==> config.mk <==
export PLATFORM = sky130hd
export DESIGN_NAME = adc_compute_threshold_ctrl
export DESIGN_NICKNAME = d
export VERILOG_FILES = /design/src/pkg/adc_compute_pkg.sv /design/src/pkg/error_sel_a_if.sv /design/src/core/error_error_sel_a.sv /design/src/core/adc_compute_threshold_ctrl.sv
export VERILOG_INCLUDE_DIRS = /design/src /design/src/pkg
export SDC_FILE = /design/constraint.sdc
export NUM_CORES = 1
export LEC_CHECK = 0
export ABC_AREA = 1
export BUFFER_PORTS_ARGS = -buffer_cell sky130_fd_sc_hd__buf_4
export CAP_MARGIN = 20
export CORE_MARGIN = 2
export CORE_UTILIZATION = 47
export DETAILED_ROUTE_END_ITERATION = 10
export PLACE_DENSITY_LB_ADDON = 0.1
export SYNTH_ARGS = -nofsm -noshare
export SYNTH_HDL_FRONTEND = slang
export SYNTH_SLANG_ARGS = --single-unit
==> constraint.sdc <==
create_clock -name pclk -period 14.4 [get_ports pclk]
set_input_delay 2.88 -clock pclk [delete_from_list [all_inputs] [get_ports pclk]]
set_output_delay 2.88 -clock pclk [all_outputs]
set_load 0.1 [all_outputs]
==> src/pkg/adc_compute_defines.svh <==
// Offsets, field positions, reset values and timing counts of the compute block.
// Assumes APB byte addressing with one register per aligned 32-bit word.
`ifndef ADC_COMPUTE_DEFINES_SVH
`define ADC_COMPUTE_DEFINES_SVH

// ----------------------------------------------------------------------------
// Register indices (byte address is four times the index)
// ----------------------------------------------------------------------------
`define IDX_MODE_CTRL 10'h113
`define IDX_ERR_THR 10'h114
`define IDX_STATUS 10'h115
`define IDX_CONV_CTRL 10'h120
`define IDX_SETPOINT 10'h121
`define IDX_UPPER 10'h122
`define IDX_LOWER 10'h123
`define IDX_REPEAT 10'h124
`define IDX_RESULT 10'h125
`define IDX_PREV 10'h126
`define IDX_FILTER 10'h127
`define IDX_ACCUM 10'h128
`define IDX_ERROR 10'h129
`define IDX_COUNT 10'h12a

// ----------------------------------------------------------------------------
// Field positions
// ----------------------------------------------------------------------------
`define MODE_PREV_SOURCE_SEL 7
`define MODE_CRS_LSB 4
`define MODE_ACCUM_CLEAR_CMD 3
`define MODE_MD_LSB 0
`define ERR_ERROR_SEL_A_LSB 4
`define ERR_SOI 3
`define ERR_TMD_LSB 0
`define STAT_OV 7
`define STAT_ABOVE_UPPER_FLAG 6
`define STAT_BELOW_LOWER_FLAG 5
`define STAT_COMPUTE_UPDATED_FLAG 4
`define CC_GO 0
`define CC_CONTINUOUS_ENABLE 1
`define CC_DOUBLE_SAMPLE_ENABLE 2
`define CC_THR_FLAG 7

// ----------------------------------------------------------------------------
// Reset values and stage codes
// ----------------------------------------------------------------------------
`define RST_MODE_CTRL 8'h00
`define RST_ERR_THR 7'h00
`define STG_IDLE 3'h0
`define STG_CONV1 3'h1
`define STG_ERROR_SEL_A 3'h4
`define STG_CONV2 3'h7

// ----------------------------------------------------------------------------
// Timing
// ----------------------------------------------------------------------------
`define CLK_PERIOD_NS 4
`define CLR_TIME_NS 16
`define CLR_CYCLES ((`CLR_TIME_NS + `CLK_PERIOD_NS - 1) / `CLK_PERIOD_NS)

`endif

==> src/pkg/adc_compute_pkg.sv <==
// Types shared by the compute block and its error stage.
// Assumes nothing beyond a SystemVerilog compiler.
package adc_compute_pkg;

  // --------------------------------------------------------------------------
  // Mode, error-select, threshold and state codes
  // --------------------------------------------------------------------------
  typedef enum logic [2:0] {
    MD_BASIC = 3'h0,
    MD_ACCUM = 3'h1,
    MD_AVG = 3'h2,
    MD_BURST = 3'h3,
    MD_LPF = 3'h4
  } compute_mode_e;

  typedef enum logic [2:0] {
    ERROR_SEL_A_DIFF = 3'h0,
    ERROR_SEL_A_SETPT = 3'h1,
    ERROR_SEL_A_FILT = 3'h2,
    ERROR_SEL_A_PREV_FILT = 3'h4,
    ERROR_SEL_A_FILT_SETPT = 3'h5
  } err_error_sel_a_e;

  typedef enum logic [2:0] {
    TMD_NEVER = 3'h0,
    TMD_BELOW = 3'h1,
    TMD_NOT_BELOW = 3'h2,
    TMD_INSIDE = 3'h3,
    TMD_OUTSIDE = 3'h4,
    TMD_NOT_ABOVE = 3'h5,
    TMD_ABOVE = 3'h6,
    TMD_ALWAYS = 3'h7
  } thr_mode_e;

  typedef enum logic [3:0] {
    ST_IDLE = 4'b0001,
    ST_CONV1 = 4'b0010,
    ST_CONV2 = 4'b0100,
    ST_ERROR_SEL_A = 4'b1000
  } conv_state_e;

endpackage

==> src/pkg/error_sel_a_if.sv <==
// Operands and answers between the control block and its error stage.
// Assumes both ends run in one clock domain; the path is combinational.
`timescale 1ns/100ps
interface error_sel_a_if;
  import adc_compute_pkg::*;
  logic [15:0] result;
  logic [15:0] prev;
  logic [15:0] setpoint;
  logic [15:0] filter;
  logic signed [15:0] upper;
  logic signed [15:0] lower;
  logic [2:0] error_sel_a_sel;
  logic [2:0] thr_sel;
  logic double_sample_enable;
  logic signed [15:0] err;
  logic err_ovf;
  logic above;
  logic below;
  logic hit;
  modport ctrl (output result, prev, setpoint, filter, upper, lower, error_sel_a_sel, thr_sel,
    double_sample_enable, input err, err_ovf, above, below, hit);
  modport error_sel_a (input result, prev, setpoint, filter, upper, lower, error_sel_a_sel, thr_sel,
    double_sample_enable, output err, err_ovf, above, below, hit);
endinterface

==> src/core/error_error_sel_a.sv <==
// Error value, overflow and threshold test of the compute block.
// Assumes registered operands from the control block; purely combinational.
`timescale 1ns/100ps
module error_error_sel_a
  import adc_compute_pkg::*;
(
  error_sel_a_if.error_sel_a c
);

  logic signed [17:0] d1;
  logic signed [17:0] e;
  logic signed [17:0] res_x;
  logic signed [17:0] prev_x;
  logic signed [17:0] sp_x;
  logic signed [17:0] flt_x;

  // --------------------------------------------------------------------------
  // Error formation
  // --------------------------------------------------------------------------
  always_comb begin
    res_x = $signed({2'b00, c.result});
    prev_x = $signed({2'b00, c.prev});
    sp_x = $signed({2'b00, c.setpoint});
    flt_x = $signed({2'b00, c.filter});
    d1 = res_x - prev_x;
    case (c.error_sel_a_sel)
      ERROR_SEL_A_DIFF: e = d1;
      ERROR_SEL_A_SETPT: e = c.double_sample_enable ? d1 - sp_x : res_x - sp_x;
      ERROR_SEL_A_FILT: e = c.double_sample_enable ? d1 - flt_x : res_x - flt_x;
      ERROR_SEL_A_PREV_FILT: e = prev_x - flt_x;
      ERROR_SEL_A_FILT_SETPT: e = flt_x - sp_x;
      default: e = 18'sh0;
    endcase
    c.err = e[15:0];
    c.err_ovf = (e[17:15] != 3'b000) && (e[17:15] != 3'b111);
  end

  // --------------------------------------------------------------------------
  // Threshold test
  // --------------------------------------------------------------------------
  always_comb begin
    c.above = c.err > c.upper;
    c.below = c.err < c.lower;
    case (c.thr_sel)
      TMD_NEVER: c.hit = 1'b0;
      TMD_BELOW: c.hit = c.below;
      TMD_NOT_BELOW: c.hit = !c.below;
      TMD_INSIDE: c.hit = (c.err > c.lower) && (c.err < c.upper);
      TMD_OUTSIDE: c.hit = c.below || c.above;
      TMD_NOT_ABOVE: c.hit = !c.above;
      TMD_ABOVE: c.hit = c.above;
      TMD_ALWAYS: c.hit = 1'b1;
      default: c.hit = 1'b0;
    endcase
  end

endmodule

==> src/core/adc_compute_threshold_ctrl.sv <==
// Compute, threshold and retrigger control of a converter, with APB registers.
// Assumes the converter pulses conv_done with conv_data on pclk after conv_start.
`timescale 1ns/100ps
`include "adc_compute_defines.svh"
module adc_compute_threshold_ctrl
  import adc_compute_pkg::*;
#(
  parameter int DATA_W = 12,
  parameter int ACC_W = 18
) (
  input wire logic pclk,
  input wire logic presetn,
  input wire logic psel,
  input wire logic penable,
  input wire logic pwrite,
  input wire logic [11:0] paddr,
  input wire logic [31:0] pwdata,
  output logic [31:0] prdata,
  output logic pready,
  output logic pslverr,
  output logic conv_start,
  input wire logic conv_done,
  input wire logic [DATA_W-1:0] conv_data
);

  localparam logic [2:0] CLR_LOAD = 3'(`CLR_CYCLES);

  error_sel_a_if cif ();

  conv_state_e state_r, state_nxt;
  logic [7:0] mode_r, mode_nxt;
  logic [6:0] errthr_r, errthr_nxt;
  logic go_r, go_nxt;
  logic continuous_enable_r, continuous_enable_nxt;
  logic double_sample_enable_r, double_sample_enable_nxt;
  logic thr_flag_r, thr_flag_nxt;
  logic [15:0] setpt_r, setpt_nxt;
  logic [15:0] upper_r, upper_nxt;
  logic [15:0] lower_r, lower_nxt;
  logic [7:0] repeat_r, repeat_nxt;
  logic [15:0] result_r, result_nxt;
  logic [15:0] prev_r, prev_nxt;
  logic [15:0] filter_r, filter_nxt;
  logic [ACC_W-1:0] acc_r, acc_nxt;
  logic [15:0] err_r, err_nxt;
  logic [7:0] count_r, count_nxt;
  logic ov_r, ov_nxt;
  logic above_upper_flag_r, above_upper_flag_nxt;
  logic below_lower_flag_r, below_lower_flag_nxt;
  logic compute_updated_flag_r, compute_updated_flag_nxt;
  logic [2:0] clr_cnt_r, clr_cnt_nxt;
  logic conv_start_r, conv_start_nxt;
  logic [31:0] prdata_r, prdata_nxt;
  logic pready_r, pready_nxt;
  logic pslverr_r, pslverr_nxt;

  logic [9:0] idx;
  logic access;
  logic wr_en;
  logic mapped;
  logic [31:0] rdata;
  logic [ACC_W:0] acc_sum;
  logic [ACC_W:0] acc_lp;
  logic [2:0] right_shift_sel;
  logic [2:0] md;
  logic [7:0] count_inc;
  logic tested;
  logic batch_done;
  logic acc_ovf;

  // --------------------------------------------------------------------------
  // Error stage
  // --------------------------------------------------------------------------
  assign cif.result = result_r;
  assign cif.prev = prev_r;
  assign cif.setpoint = setpt_r;
  assign cif.filter = filter_r;
  assign cif.upper = $signed(upper_r);
  assign cif.lower = $signed(lower_r);
  assign cif.error_sel_a_sel = errthr_r[`ERR_ERROR_SEL_A_LSB +: 3];
  assign cif.thr_sel = errthr_r[`ERR_TMD_LSB +: 3];
  assign cif.double_sample_enable = double_sample_enable_r;

  error_error_sel_a u_error_sel_a (
    .c(cif.error_sel_a)
  );

  // --------------------------------------------------------------------------
  // Register read mux
  // --------------------------------------------------------------------------
  always_comb begin
    idx = paddr[11:2];
    mapped = 1'b1;
    rdata = 32'h0;
    case (idx)
      `IDX_MODE_CTRL: rdata = 32'(mode_r);
      `IDX_ERR_THR: rdata = 32'(errthr_r);
      `IDX_STATUS: rdata = 32'({ov_r, above_upper_flag_r, below_lower_flag_r, compute_updated_flag_r, 1'b0,
        (state_r == ST_CONV1) ? `STG_CONV1 :
        (state_r == ST_CONV2) ? `STG_CONV2 :
        (state_r == ST_ERROR_SEL_A) ? `STG_ERROR_SEL_A : `STG_IDLE});
      `IDX_CONV_CTRL: rdata = 32'({thr_flag_r, 4'h0, double_sample_enable_r, continuous_enable_r, go_r});
      `IDX_SETPOINT: rdata = 32'(setpt_r);
      `IDX_UPPER: rdata = 32'(upper_r);
      `IDX_LOWER: rdata = 32'(lower_r);
      `IDX_REPEAT: rdata = 32'(repeat_r);
      `IDX_RESULT: rdata = 32'(result_r);
      `IDX_PREV: rdata = 32'(prev_r);
      `IDX_FILTER: rdata = 32'(filter_r);
      `IDX_ACCUM: rdata = 32'(acc_r);
      `IDX_ERROR: rdata = 32'(err_r);
      `IDX_COUNT: rdata = 32'(count_r);
      default: mapped = 1'b0;
    endcase
  end

  // --------------------------------------------------------------------------
  // Next-state logic
  // --------------------------------------------------------------------------
  always_comb begin
    access = psel && penable && !pready_r;
    wr_en = psel && penable && pready_r && pwrite && mapped;
    md = mode_r[`MODE_MD_LSB +: 3];
    right_shift_sel = mode_r[`MODE_CRS_LSB +: 3];
    count_inc = (count_r == 8'hff) ? count_r : count_r + 8'h01;
    acc_sum = {1'b0, acc_r} + (ACC_W+1)'(result_r);
    acc_lp = acc_sum - (ACC_W+1)'(acc_r >> right_shift_sel);
    acc_ovf = 1'b0;
    tested = 1'b0;
    batch_done = 1'b0;

    state_nxt = state_r;
    mode_nxt = mode_r;
    errthr_nxt = errthr_r;
    go_nxt = go_r;
    continuous_enable_nxt = continuous_enable_r;
    double_sample_enable_nxt = double_sample_enable_r;
    thr_flag_nxt = thr_flag_r;
    setpt_nxt = setpt_r;
    upper_nxt = upper_r;
    lower_nxt = lower_r;
    repeat_nxt = repeat_r;
    result_nxt = result_r;
    prev_nxt = prev_r;
    filter_nxt = filter_r;
    acc_nxt = acc_r;
    err_nxt = err_r;
    count_nxt = count_r;
    ov_nxt = ov_r;
    above_upper_flag_nxt = above_upper_flag_r;
    below_lower_flag_nxt = below_lower_flag_r;
    compute_updated_flag_nxt = compute_updated_flag_r;
    clr_cnt_nxt = clr_cnt_r;
    conv_start_nxt = 1'b0;

    // APB answer one cycle into the access phase
    pready_nxt = access;
    pslverr_nxt = access && !mapped;
    prdata_nxt = (access && !pwrite) ? rdata : 32'h0;

    // Software writes
    if (wr_en) begin
      case (idx)
        `IDX_MODE_CTRL: begin
          mode_nxt = pwdata[7:0];
          mode_nxt[`MODE_ACCUM_CLEAR_CMD] = mode_r[`MODE_ACCUM_CLEAR_CMD] || pwdata[`MODE_ACCUM_CLEAR_CMD];
          if (pwdata[`MODE_ACCUM_CLEAR_CMD] && !mode_r[`MODE_ACCUM_CLEAR_CMD]) begin
            clr_cnt_nxt = CLR_LOAD;
          end
        end
        `IDX_ERR_THR: errthr_nxt = pwdata[6:0];
        `IDX_CONV_CTRL: begin
          continuous_enable_nxt = pwdata[`CC_CONTINUOUS_ENABLE];
          double_sample_enable_nxt = pwdata[`CC_DOUBLE_SAMPLE_ENABLE];
          if (pwdata[`CC_THR_FLAG]) begin
            thr_flag_nxt = 1'b0;
          end
        end
        `IDX_SETPOINT: setpt_nxt = pwdata[15:0];
        `IDX_UPPER: upper_nxt = pwdata[15:0];
        `IDX_LOWER: lower_nxt = pwdata[15:0];
        `IDX_REPEAT: repeat_nxt = pwdata[7:0];
        default: ;
      endcase
    end

    // Conversion sequence
    case (state_r)
      ST_IDLE: begin
        if (go_r) begin
          prev_nxt = mode_r[`MODE_PREV_SOURCE_SEL] ? filter_r : result_r;
          compute_updated_flag_nxt = 1'b0;
          conv_start_nxt = 1'b1;
          state_nxt = ST_CONV1;
        end
      end
      ST_CONV1: begin
        if (conv_done) begin
          if (double_sample_enable_r) begin
            prev_nxt = 16'(conv_data);
            conv_start_nxt = 1'b1;
            state_nxt = ST_CONV2;
          end else begin
            result_nxt = 16'(conv_data);
            state_nxt = ST_ERROR_SEL_A;
          end
        end
      end
      ST_CONV2: begin
        if (conv_done) begin
          result_nxt = 16'(conv_data);
          state_nxt = ST_ERROR_SEL_A;
        end
      end
      ST_ERROR_SEL_A: begin
        state_nxt = ST_IDLE;
        case (md)
          MD_BASIC: tested = 1'b1;
          MD_ACCUM: begin
            acc_nxt = acc_sum[ACC_W-1:0];
            acc_ovf = acc_sum[ACC_W];
            count_nxt = count_inc;
            tested = 1'b1;
          end
          MD_AVG, MD_BURST: begin
            if (count_r >= repeat_r) begin
              acc_nxt = ACC_W'(result_r);
              count_nxt = 8'h01;
            end else begin
              acc_nxt = acc_sum[ACC_W-1:0];
              acc_ovf = acc_sum[ACC_W];
              count_nxt = count_inc;
            end
            batch_done = count_nxt >= repeat_r;
            if (batch_done) begin
              filter_nxt = 16'(acc_nxt >> right_shift_sel);
              tested = 1'b1;
            end
          end
          MD_LPF: begin
            acc_nxt = acc_lp[ACC_W-1:0];
            acc_ovf = acc_lp[ACC_W];
            filter_nxt = 16'(acc_lp[ACC_W-1:0] >> right_shift_sel);
            count_nxt = count_inc;
            tested = 1'b1;
          end
          default: tested = 1'b0;
        endcase
        if (md != MD_BASIC) begin
          compute_updated_flag_nxt = 1'b1;
        end
        if (acc_ovf) begin
          ov_nxt = 1'b1;
        end
        if (tested) begin
          err_nxt = cif.err;
          above_upper_flag_nxt = cif.above;
          below_lower_flag_nxt = cif.below;
          compute_updated_flag_nxt = 1'b1;
          if (cif.err_ovf) begin
            ov_nxt = 1'b1;
          end
          if (cif.hit) begin
            thr_flag_nxt = 1'b1;
          end
        end
        // Burst keeps converting until its batch is complete
        if (md == MD_BURST && !batch_done) begin
          go_nxt = go_r;
        end else if (!continuous_enable_r) begin
          go_nxt = 1'b0;
        end else if (errthr_r[`ERR_SOI] && tested && cif.hit) begin
          go_nxt = 1'b0;
        end else begin
          go_nxt = go_r;
        end
      end
      default: state_nxt = ST_IDLE;
    endcase

    // Software start and stop override hardware on the start bit
    if (wr_en && idx == `IDX_CONV_CTRL) begin
      go_nxt = pwdata[`CC_GO];
      if (!pwdata[`CC_GO] && state_r != ST_IDLE) begin
        state_nxt = ST_IDLE;
      end
    end

    // Accumulator clear sequence
    if (mode_r[`MODE_ACCUM_CLEAR_CMD]) begin
      if (clr_cnt_r > 3'h1) begin
        clr_cnt_nxt = clr_cnt_r - 3'h1;
      end else begin
        acc_nxt = '0;
        ov_nxt = tested && cif.err_ovf;
        count_nxt = 8'h00;
        compute_updated_flag_nxt = 1'b1;
        clr_cnt_nxt = 3'h0;
        mode_nxt[`MODE_ACCUM_CLEAR_CMD] = 1'b0;
      end
    end
  end

  // --------------------------------------------------------------------------
  // State registers
  // --------------------------------------------------------------------------
  always_ff @(posedge pclk or negedge presetn) begin
    if (!presetn) begin
      state_r <= ST_IDLE;
      mode_r <= `RST_MODE_CTRL;
      errthr_r <= `RST_ERR_THR;
      go_r <= 1'b0;
      continuous_enable_r <= 1'b0;
      double_sample_enable_r <= 1'b0;
      thr_flag_r <= 1'b0;
      setpt_r <= 16'h0;
      upper_r <= 16'h0;
      lower_r <= 16'h0;
      repeat_r <= 8'h0;
      result_r <= 16'h0;
      prev_r <= 16'h0;
      filter_r <= 16'h0;
      acc_r <= '0;
      err_r <= 16'h0;
      count_r <= 8'h0;
      ov_r <= 1'b0;
      above_upper_flag_r <= 1'b0;
      below_lower_flag_r <= 1'b0;
      compute_updated_flag_r <= 1'b0;
      clr_cnt_r <= 3'h0;
      conv_start_r <= 1'b0;
      prdata_r <= 32'h0;
      pready_r <= 1'b0;
      pslverr_r <= 1'b0;
    end else begin
      state_r <= state_nxt;
      mode_r <= mode_nxt;
      errthr_r <= errthr_nxt;
      go_r <= go_nxt;
      continuous_enable_r <= continuous_enable_nxt;
      double_sample_enable_r <= double_sample_enable_nxt;
      thr_flag_r <= thr_flag_nxt;
      setpt_r <= setpt_nxt;
      upper_r <= upper_nxt;
      lower_r <= lower_nxt;
      repeat_r <= repeat_nxt;
      result_r <= result_nxt;
      prev_r <= prev_nxt;
      filter_r <= filter_nxt;
      acc_r <= acc_nxt;
      err_r <= err_nxt;
      count_r <= count_nxt;
      ov_r <= ov_nxt;
      above_upper_flag_r <= above_upper_flag_nxt;
      below_lower_flag_r <= below_lower_flag_nxt;
      compute_updated_flag_r <= compute_updated_flag_nxt;
      clr_cnt_r <= clr_cnt_nxt;
      conv_start_r <= conv_start_nxt;
      prdata_r <= prdata_nxt;
      pready_r <= pready_nxt;
      pslverr_r <= pslverr_nxt;
    end
  end

  assign prdata = prdata_r;
  assign pready = pready_r;
  assign pslverr = pslverr_r;
  assign conv_start = conv_start_r;

endmodule

==> flow_summary.ini, run 1 <==
[critical_path]
worstPathRequired_ns = 14.85
start_kind = flip-flop
worst_path_dominant_cell_family = simple AND/OR/NAND/NOR gates
endpoint_kind = flip-flop
r2r_start = cif.result[6]$_DFFE_PN0P_
worstSetupStartpoint = cif.result[6]$_DFFE_PN0P_
critPathSlowestCell = dfrtp_1
crit_type = reg2reg
crit_arrival_ns = 6.64
cp_max_fo = 6
cp_common_cell = nand2_1
slowest_delay_ns = 0.70
path_buf_inv = 2

[placement]
numPortBuffers = 64
dp_slack_ns = 8.44
hpwl_mm = 65.8
post_dp_cell_area_um2 = 20700
place_congestion = 1.07

[sta]
rsz0062_at_grt = no
min_period_over_period = 0.430
fmaxAchievable_ghz = 0.161
post-route-min-period_ns = 6.20
setup_tns_ns = 0
fin_skew_ns = 0.0164
setup_viol = 0
slew_viol_final = 0
worst_slew_margin_rel = 0.250
setup_ws_ns = 8.20
finalHoldViolCount = 0
tightest_slew_ns = 1.12

[synthesis]
seq_area_frac_synth = 0.243
synth.distinct_cells = 66
async_reset_ff_frac = 1.00
synth_seq_cells = 193
avgSynthCellArea_um2 = 6.51
synthesis.area_um2 = 19900
yosys.area.top_type_share = 0.242
ys_top_cells_by_area = dfrtp_1 (24%), nand2_1 (16%), ha_1 (11%)
synthFlopType = dfrtp_1
yosysTopAreaCell = dfrtp_1
synth-edff-count = 0
syn_inst = 3055
yosysWarnings = 0

[power]
power.leakage_nw = 10.8
p_per_area_nw_per_um2 = 50.8
power.total_mw = 1.08
ir_worst_vdd_v = 0.0000874

[clock_network]
postCtsSetupBuffers = 0
ctsHoldBuffers = 0
cts_made_buffers = 17
cts.sinks = 193
cts_root_buf = clkbuf_16
worstSkewPairLatency_ns = 0.51
htree_levels = 4
path_clk_slew_ns = 0.08
cts_resized = 0
cts_tree = built
cts_buffer_depth = 2

[detailed_routing]
drc = 0
ant_nets = 0
drtIter0Drc = 2211
drt-wirelength-per-cell_um = 22.5
avgViaCountPerCell = 5.91
num_vias = 21500
dr.pass1.iters = 6
drt-total-wl_mm = 81.7

[die]
core_um2 = 41900
fp.dieW_um = 210
io-pin-count = 97
rows = 75
initial_utilization = 0.475
die_h_um = 210
die_area_um2 = 44000

[grt]
globalRouteMet2Util = 0.607
first_global_vias = 19900
antenna_found_initial = 1
met3_usage = 0.0795
use_met1 = 0.467
grt-busiest-layer = met2
grt_pass1_wl_mm = 122
gr-total-overflow = 0
grt_usage = 0.372
grt_max_degree = 71

[min_path]
hp-class = reg2reg
hp-start = cif.upper[15]$_DFFE_PN0P_

[layout]
fillers = 4318
fin_area_um2 = 21300
final_cell_mix = nand2_1 (822), inv_1 (415), nand3_1 (241)
drive_gt1_frac = 0.0591
fin_nets = 3334
final_common_cell = nand2_1
area_growth_pct = 7.23

[run_status]
run_status = complete, no violations

[flow_run]
max_cap_violations = 0
[state kept, by name, indices dropped and copies added (netlist names), 3 cells and up]
register,flops
err_r,16
cif.setpoint,16
errthr_r,7
cif.prev,16
cif.lower,16
clr_cnt_r,3
prdata,18
cif.filter,16
repeat_r,8
state_r,4
count_r,8
acc_r,18
mode_r,8
cif.result,12
cif.upper,16
[cells by family after synthesis]
group | count (synthesis) | share of synthesized area
other | 1 | 0.000189
xor gates and xnor gates | 42 | 0.0185
buffers and inverters | 518 | 0.106
adders and majority gates | 190 | 0.123
DFF | 193 | 0.243
AOI/OAI and AO/OA | 689 | 0.201
muxes | 5 | 0.00252
and+or+nand+nor | 1417 | 0.306
[layer usage]
metal	wire, um	vias up
met1	33300	10100
met5	0	-
li1	-	10300
met4	4100	0
met2	37500	911
met3	6860	179
[worst register-to-register path: cells and delay by family (launching register included)]
| kind | cells | cell delay, ns |
|---|---|---|
| simple gates | 23 | 2.81 |
| fa+ha+maj | 3 | 1.28 |
| compound gates | 5 | 0.91 |
| flops | 1 | 0.70 |
| xor+xnor | 1 | 0.26 |
| buf+inv | 2 | 0.19 |
[metrics by stage]
stage                      util  cells  hold slack [ns]
final                     0.509   3634            0.481
after detailed placement  0.495   3601            0.466
after CTS                 0.509   3632            0.486
after global placement    0.495   3601            0.463
after floorplan               -   3068            0.445
after global routing      0.509   3633            0.508
[cell type report]
type / count / area [um2] / share of cell area
inverters: 431 / 1630 / 0.0762
diodes: 1 / 2.50 / 0.000117
clock buffers: 20 / 457 / 0.0214
well taps: 539 / 674 / 0.0316
repair buffers: 82 / 642 / 0.0301
clock inverters: 11 / 96.3 / 0.00452
flip-flops and latches: 193 / 4830 / 0.227
multi-input cells: 2357 / 13000 / 0.609
[final timing paths]
kind	end	slack, ns	depth (start not counted)
setup / recovery	go_r$_DFFE_PN0P_	8.20	34
min in group asynchronous	cif.upper[14]$_DFFE_PN0P_	2.35	1
max in group asynchronous	acc_r[15]$_DFF_PN0_	10.65	2
hold reg to reg	cif.upper[15]$_DFFE_PN0P_	0.48	2
setup reg to reg	go_r$_DFFE_PN0P_	8.20	34
hold / removal	cif.upper[15]$_DFFE_PN0P_	0.48	2
[cell usage after synthesis (8+ instances only)]
| library cell | number |
|---|---|
| nand2_1 | 822 |
| inv_1 | 415 |
| nand3_1 | 241 |
| a21oi_1 | 209 |
| nor2_1 | 206 |
| o21ai_0 | 194 |
| dfrtp_1 | 192 |
| ha_1 | 181 |
| o21ai_1 | 64 |
| o22ai_1 | 53 |
| clkbuf_1 | 44 |
| nor3_1 | 37 |
| o211ai_1 | 32 |
| nand4_1 | 29 |
| xor2_1 | 28 |
| a31oi_1 | 27 |
| a221oi_1 | 21 |
| a41oi_1 | 14 |
| buf_4 | 14 |
| xnor2_1 | 14 |
| buf_2 | 12 |
| buf_6 | 12 |
| o21ai_2 | 12 |
| or2_2 | 12 |
| o21bai_1 | 11 |
| a21boi_0 | 9 |
| a22oi_1 | 9 |
| fa_1 | 9 |
| nor2_2 | 9 |
| nor4_1 | 9 |
| o21a_1 | 9 |
| and2_1 | 8 |
| inv_2 | 8 |
| nand2_4 | 8 |
| nand3b_1 | 8 |
[report_power, final]
| part | total, mW | leakage, nW | internal, mW | switching (mW) |
|---|---|---|---|---|
| registers | 0.542 | 2.53 | 0.542 | 0.000247 |
| clock network | 0.485 | 0.265 | 0.234 | 0.251 |
| logic | 0.0564 | 7.96 | 0.0103 | 0.0460 |
| total | 1.08 | 10.8 | 0.786 | 0.297 |
No activity file was read; power rests on OpenSTA's default activity.
==> inputs of run 2 (changes only) <==
==> constraint.sdc (replaced) <==
create_clock -name pclk -period 5.8 [get_ports pclk]
set_input_delay 1.16 -clock pclk [delete_from_list [all_inputs] [get_ports pclk]]
set_output_delay 1.16 -clock pclk [all_outputs]
set_load 0.1 [all_outputs]
==> flow_summary.ini, run 2 (same netlist as run 1, synthesis figures left out) <==
[run_status]
run_status = complete, no violations

[clock_network]
htree_levels = 4
cts_made_buffers = 17
path_clk_slew_ns = 0.08
cts_tree = built
ctsHoldBuffers = 0
cts_buffer_depth = 2
cts.sinks = 193
cts_root_buf = clkbuf_16
worstSkewPairLatency_ns = 0.50

[sta]
setup_tns_ns = 0
worst_slew_margin_rel = 0.245
tightest_slew_ns = 1.13
post-route-min-period_ns = 5.46
finalHoldViolCount = 0
fin_skew_ns = 0.0182
slew_viol_final = 0
min_period_over_period = 0.941
fmaxAchievable_ghz = 0.183
setup_viol = 0

[detailed_routing]
ant_nets = 0
dr.pass1.iters = 6
drc = 0
drt-wirelength-per-cell_um = 22.8
avgViaCountPerCell = 5.95
drtIter0Drc = 2074
num_vias = 21800
drt-total-wl_mm = 83.4

[grt]
grt_max_degree = 105
grt_pass1_wl_mm = 124
antenna_found_initial = 1
first_global_vias = 20300
gr-total-overflow = 0
grt_usage = 0.379

[layout]
diodes = 0
fin_area_um2 = 21700
final_cell_mix = nand2_1 (819), inv_1 (413), nand3_1 (235)
fin_nets = 3359
fin_util = 0.519
fillers = 4306
final_common_cell = nand2_1
area_growth_pct = 9.17
drive_gt1_frac = 0.0779

[critical_path]
critPathSlowestCell = ha_1
cp_common_cell = nand2_1
start_kind = flip-flop
crit_type = reg2reg
crit_cells = 34
worstSetupStartpoint = cif.prev[6]$_DFFE_PN0P_
slowest_delay_ns = 0.41
endpoint_kind = flip-flop
worst_path_dominant_cell_family = simple AND/OR/NAND/NOR gates
cp_max_fo = 6
worstPathRequired_ns = 6.24
crit_arrival_ns = 5.90
worstRegToRegCells = 34
r2r_start = cif.prev[6]$_DFFE_PN0P_
path_buf_inv = 3

[min_path]
hp-class = reg2reg
min_path_cells = 2
hp-start = err_r[10]$_DFFE_PN0P_

[die]
initial_utilization = 0.475
fp.dieW_um = 210
die_area_um2 = 44000
io-pin-count = 97
rows = 75
core_um2 = 41900
die_h_um = 210

[power]
ir_worst_vdd_v = 0.000164
p_per_area_nw_per_um2 = 124
power.leakage_nw = 10.9

[placement]
hpwl_mm = 67.5
numPortBuffers = 64
place_congestion = 1.06
post_dp_cell_area_um2 = 20900

[flow_run]
max_cap_violations = 0
## run 2: changes by cell type in the layout (fill, tap and decap cells not counted), sizes merged
cell and change:
diode -1, clkbuf -1, clkinvlp -1, buf +25
clkinv +2, bufinv +1
## run 2: worst paths after layout
check / endpoint / slack, ns
worst max-delay path: go_r$_DFFE_PN0P_ / 0.34
worst min-delay path: err_r[10]$_DFFE_PN0P_ / 0.49
worst max register to register: go_r$_DFFE_PN0P_ / 0.34
worst min register to register: err_r[10]$_DFFE_PN0P_ / 0.49
max in group asynchronous: count_r[7]$_DFF_PN0_ / 3.84
min in group asynchronous: cif.upper[8]$_DFFE_PN0P_ / 0.72
## run 2: worst min-delay path: cells and delay by family (launching register included)
family	cells	cell delay (ns)
AND/OR/NAND/NOR	2	0.11
flip-flops	1	0.35
## run 2: metal layers
metal  vias up  share of wire  global-route usage
met5         -        0.00016                   0
met4         2          0.062               0.217
met3       218          0.084              0.0801
met2       948           0.45               0.604
met1     10200           0.41               0.477
li1      10400              -                   -
## run 2: what timing repair did
action                                  CTS  global route
resized for setup                         0            39
setup buffers                             0             2
endpoints found under the setup margin    0             2
## run 2: layout make-up
cell class              instances  area [um2]  area share
repair buffers                107         830      0.0382
multi-input cells            2357       13200       0.607
flip-flops and latches        193        4830       0.223
well taps                     539         674      0.0311
clock inverters                13         126     0.00582
inverters                     431        1630      0.0749
clock buffers                  19         433      0.0199
## run 2: metrics by stage
stage          cells  worst slack, ns  hold WS (ns)  power, mW
2_1_floorplan   3068             1.26         0.445       1.45
3_3_place_gp    3624            0.172         0.463       1.51
3_5_place_dp    3625            0.103         0.465       1.51
4_1_cts         3657           0.0840         0.489       2.72
5_1_grt         3659         -0.00809         0.510       2.77
6_report        3659            0.345         0.486       2.70
## run 2: power breakdown
part | total [mW] | internal, mW | switching [mW]
logic | 0.139 | 0.0257 | 0.114
registers | 1.35 | 1.35 | 0.000577
clock network | 1.21 | 0.600 | 0.613
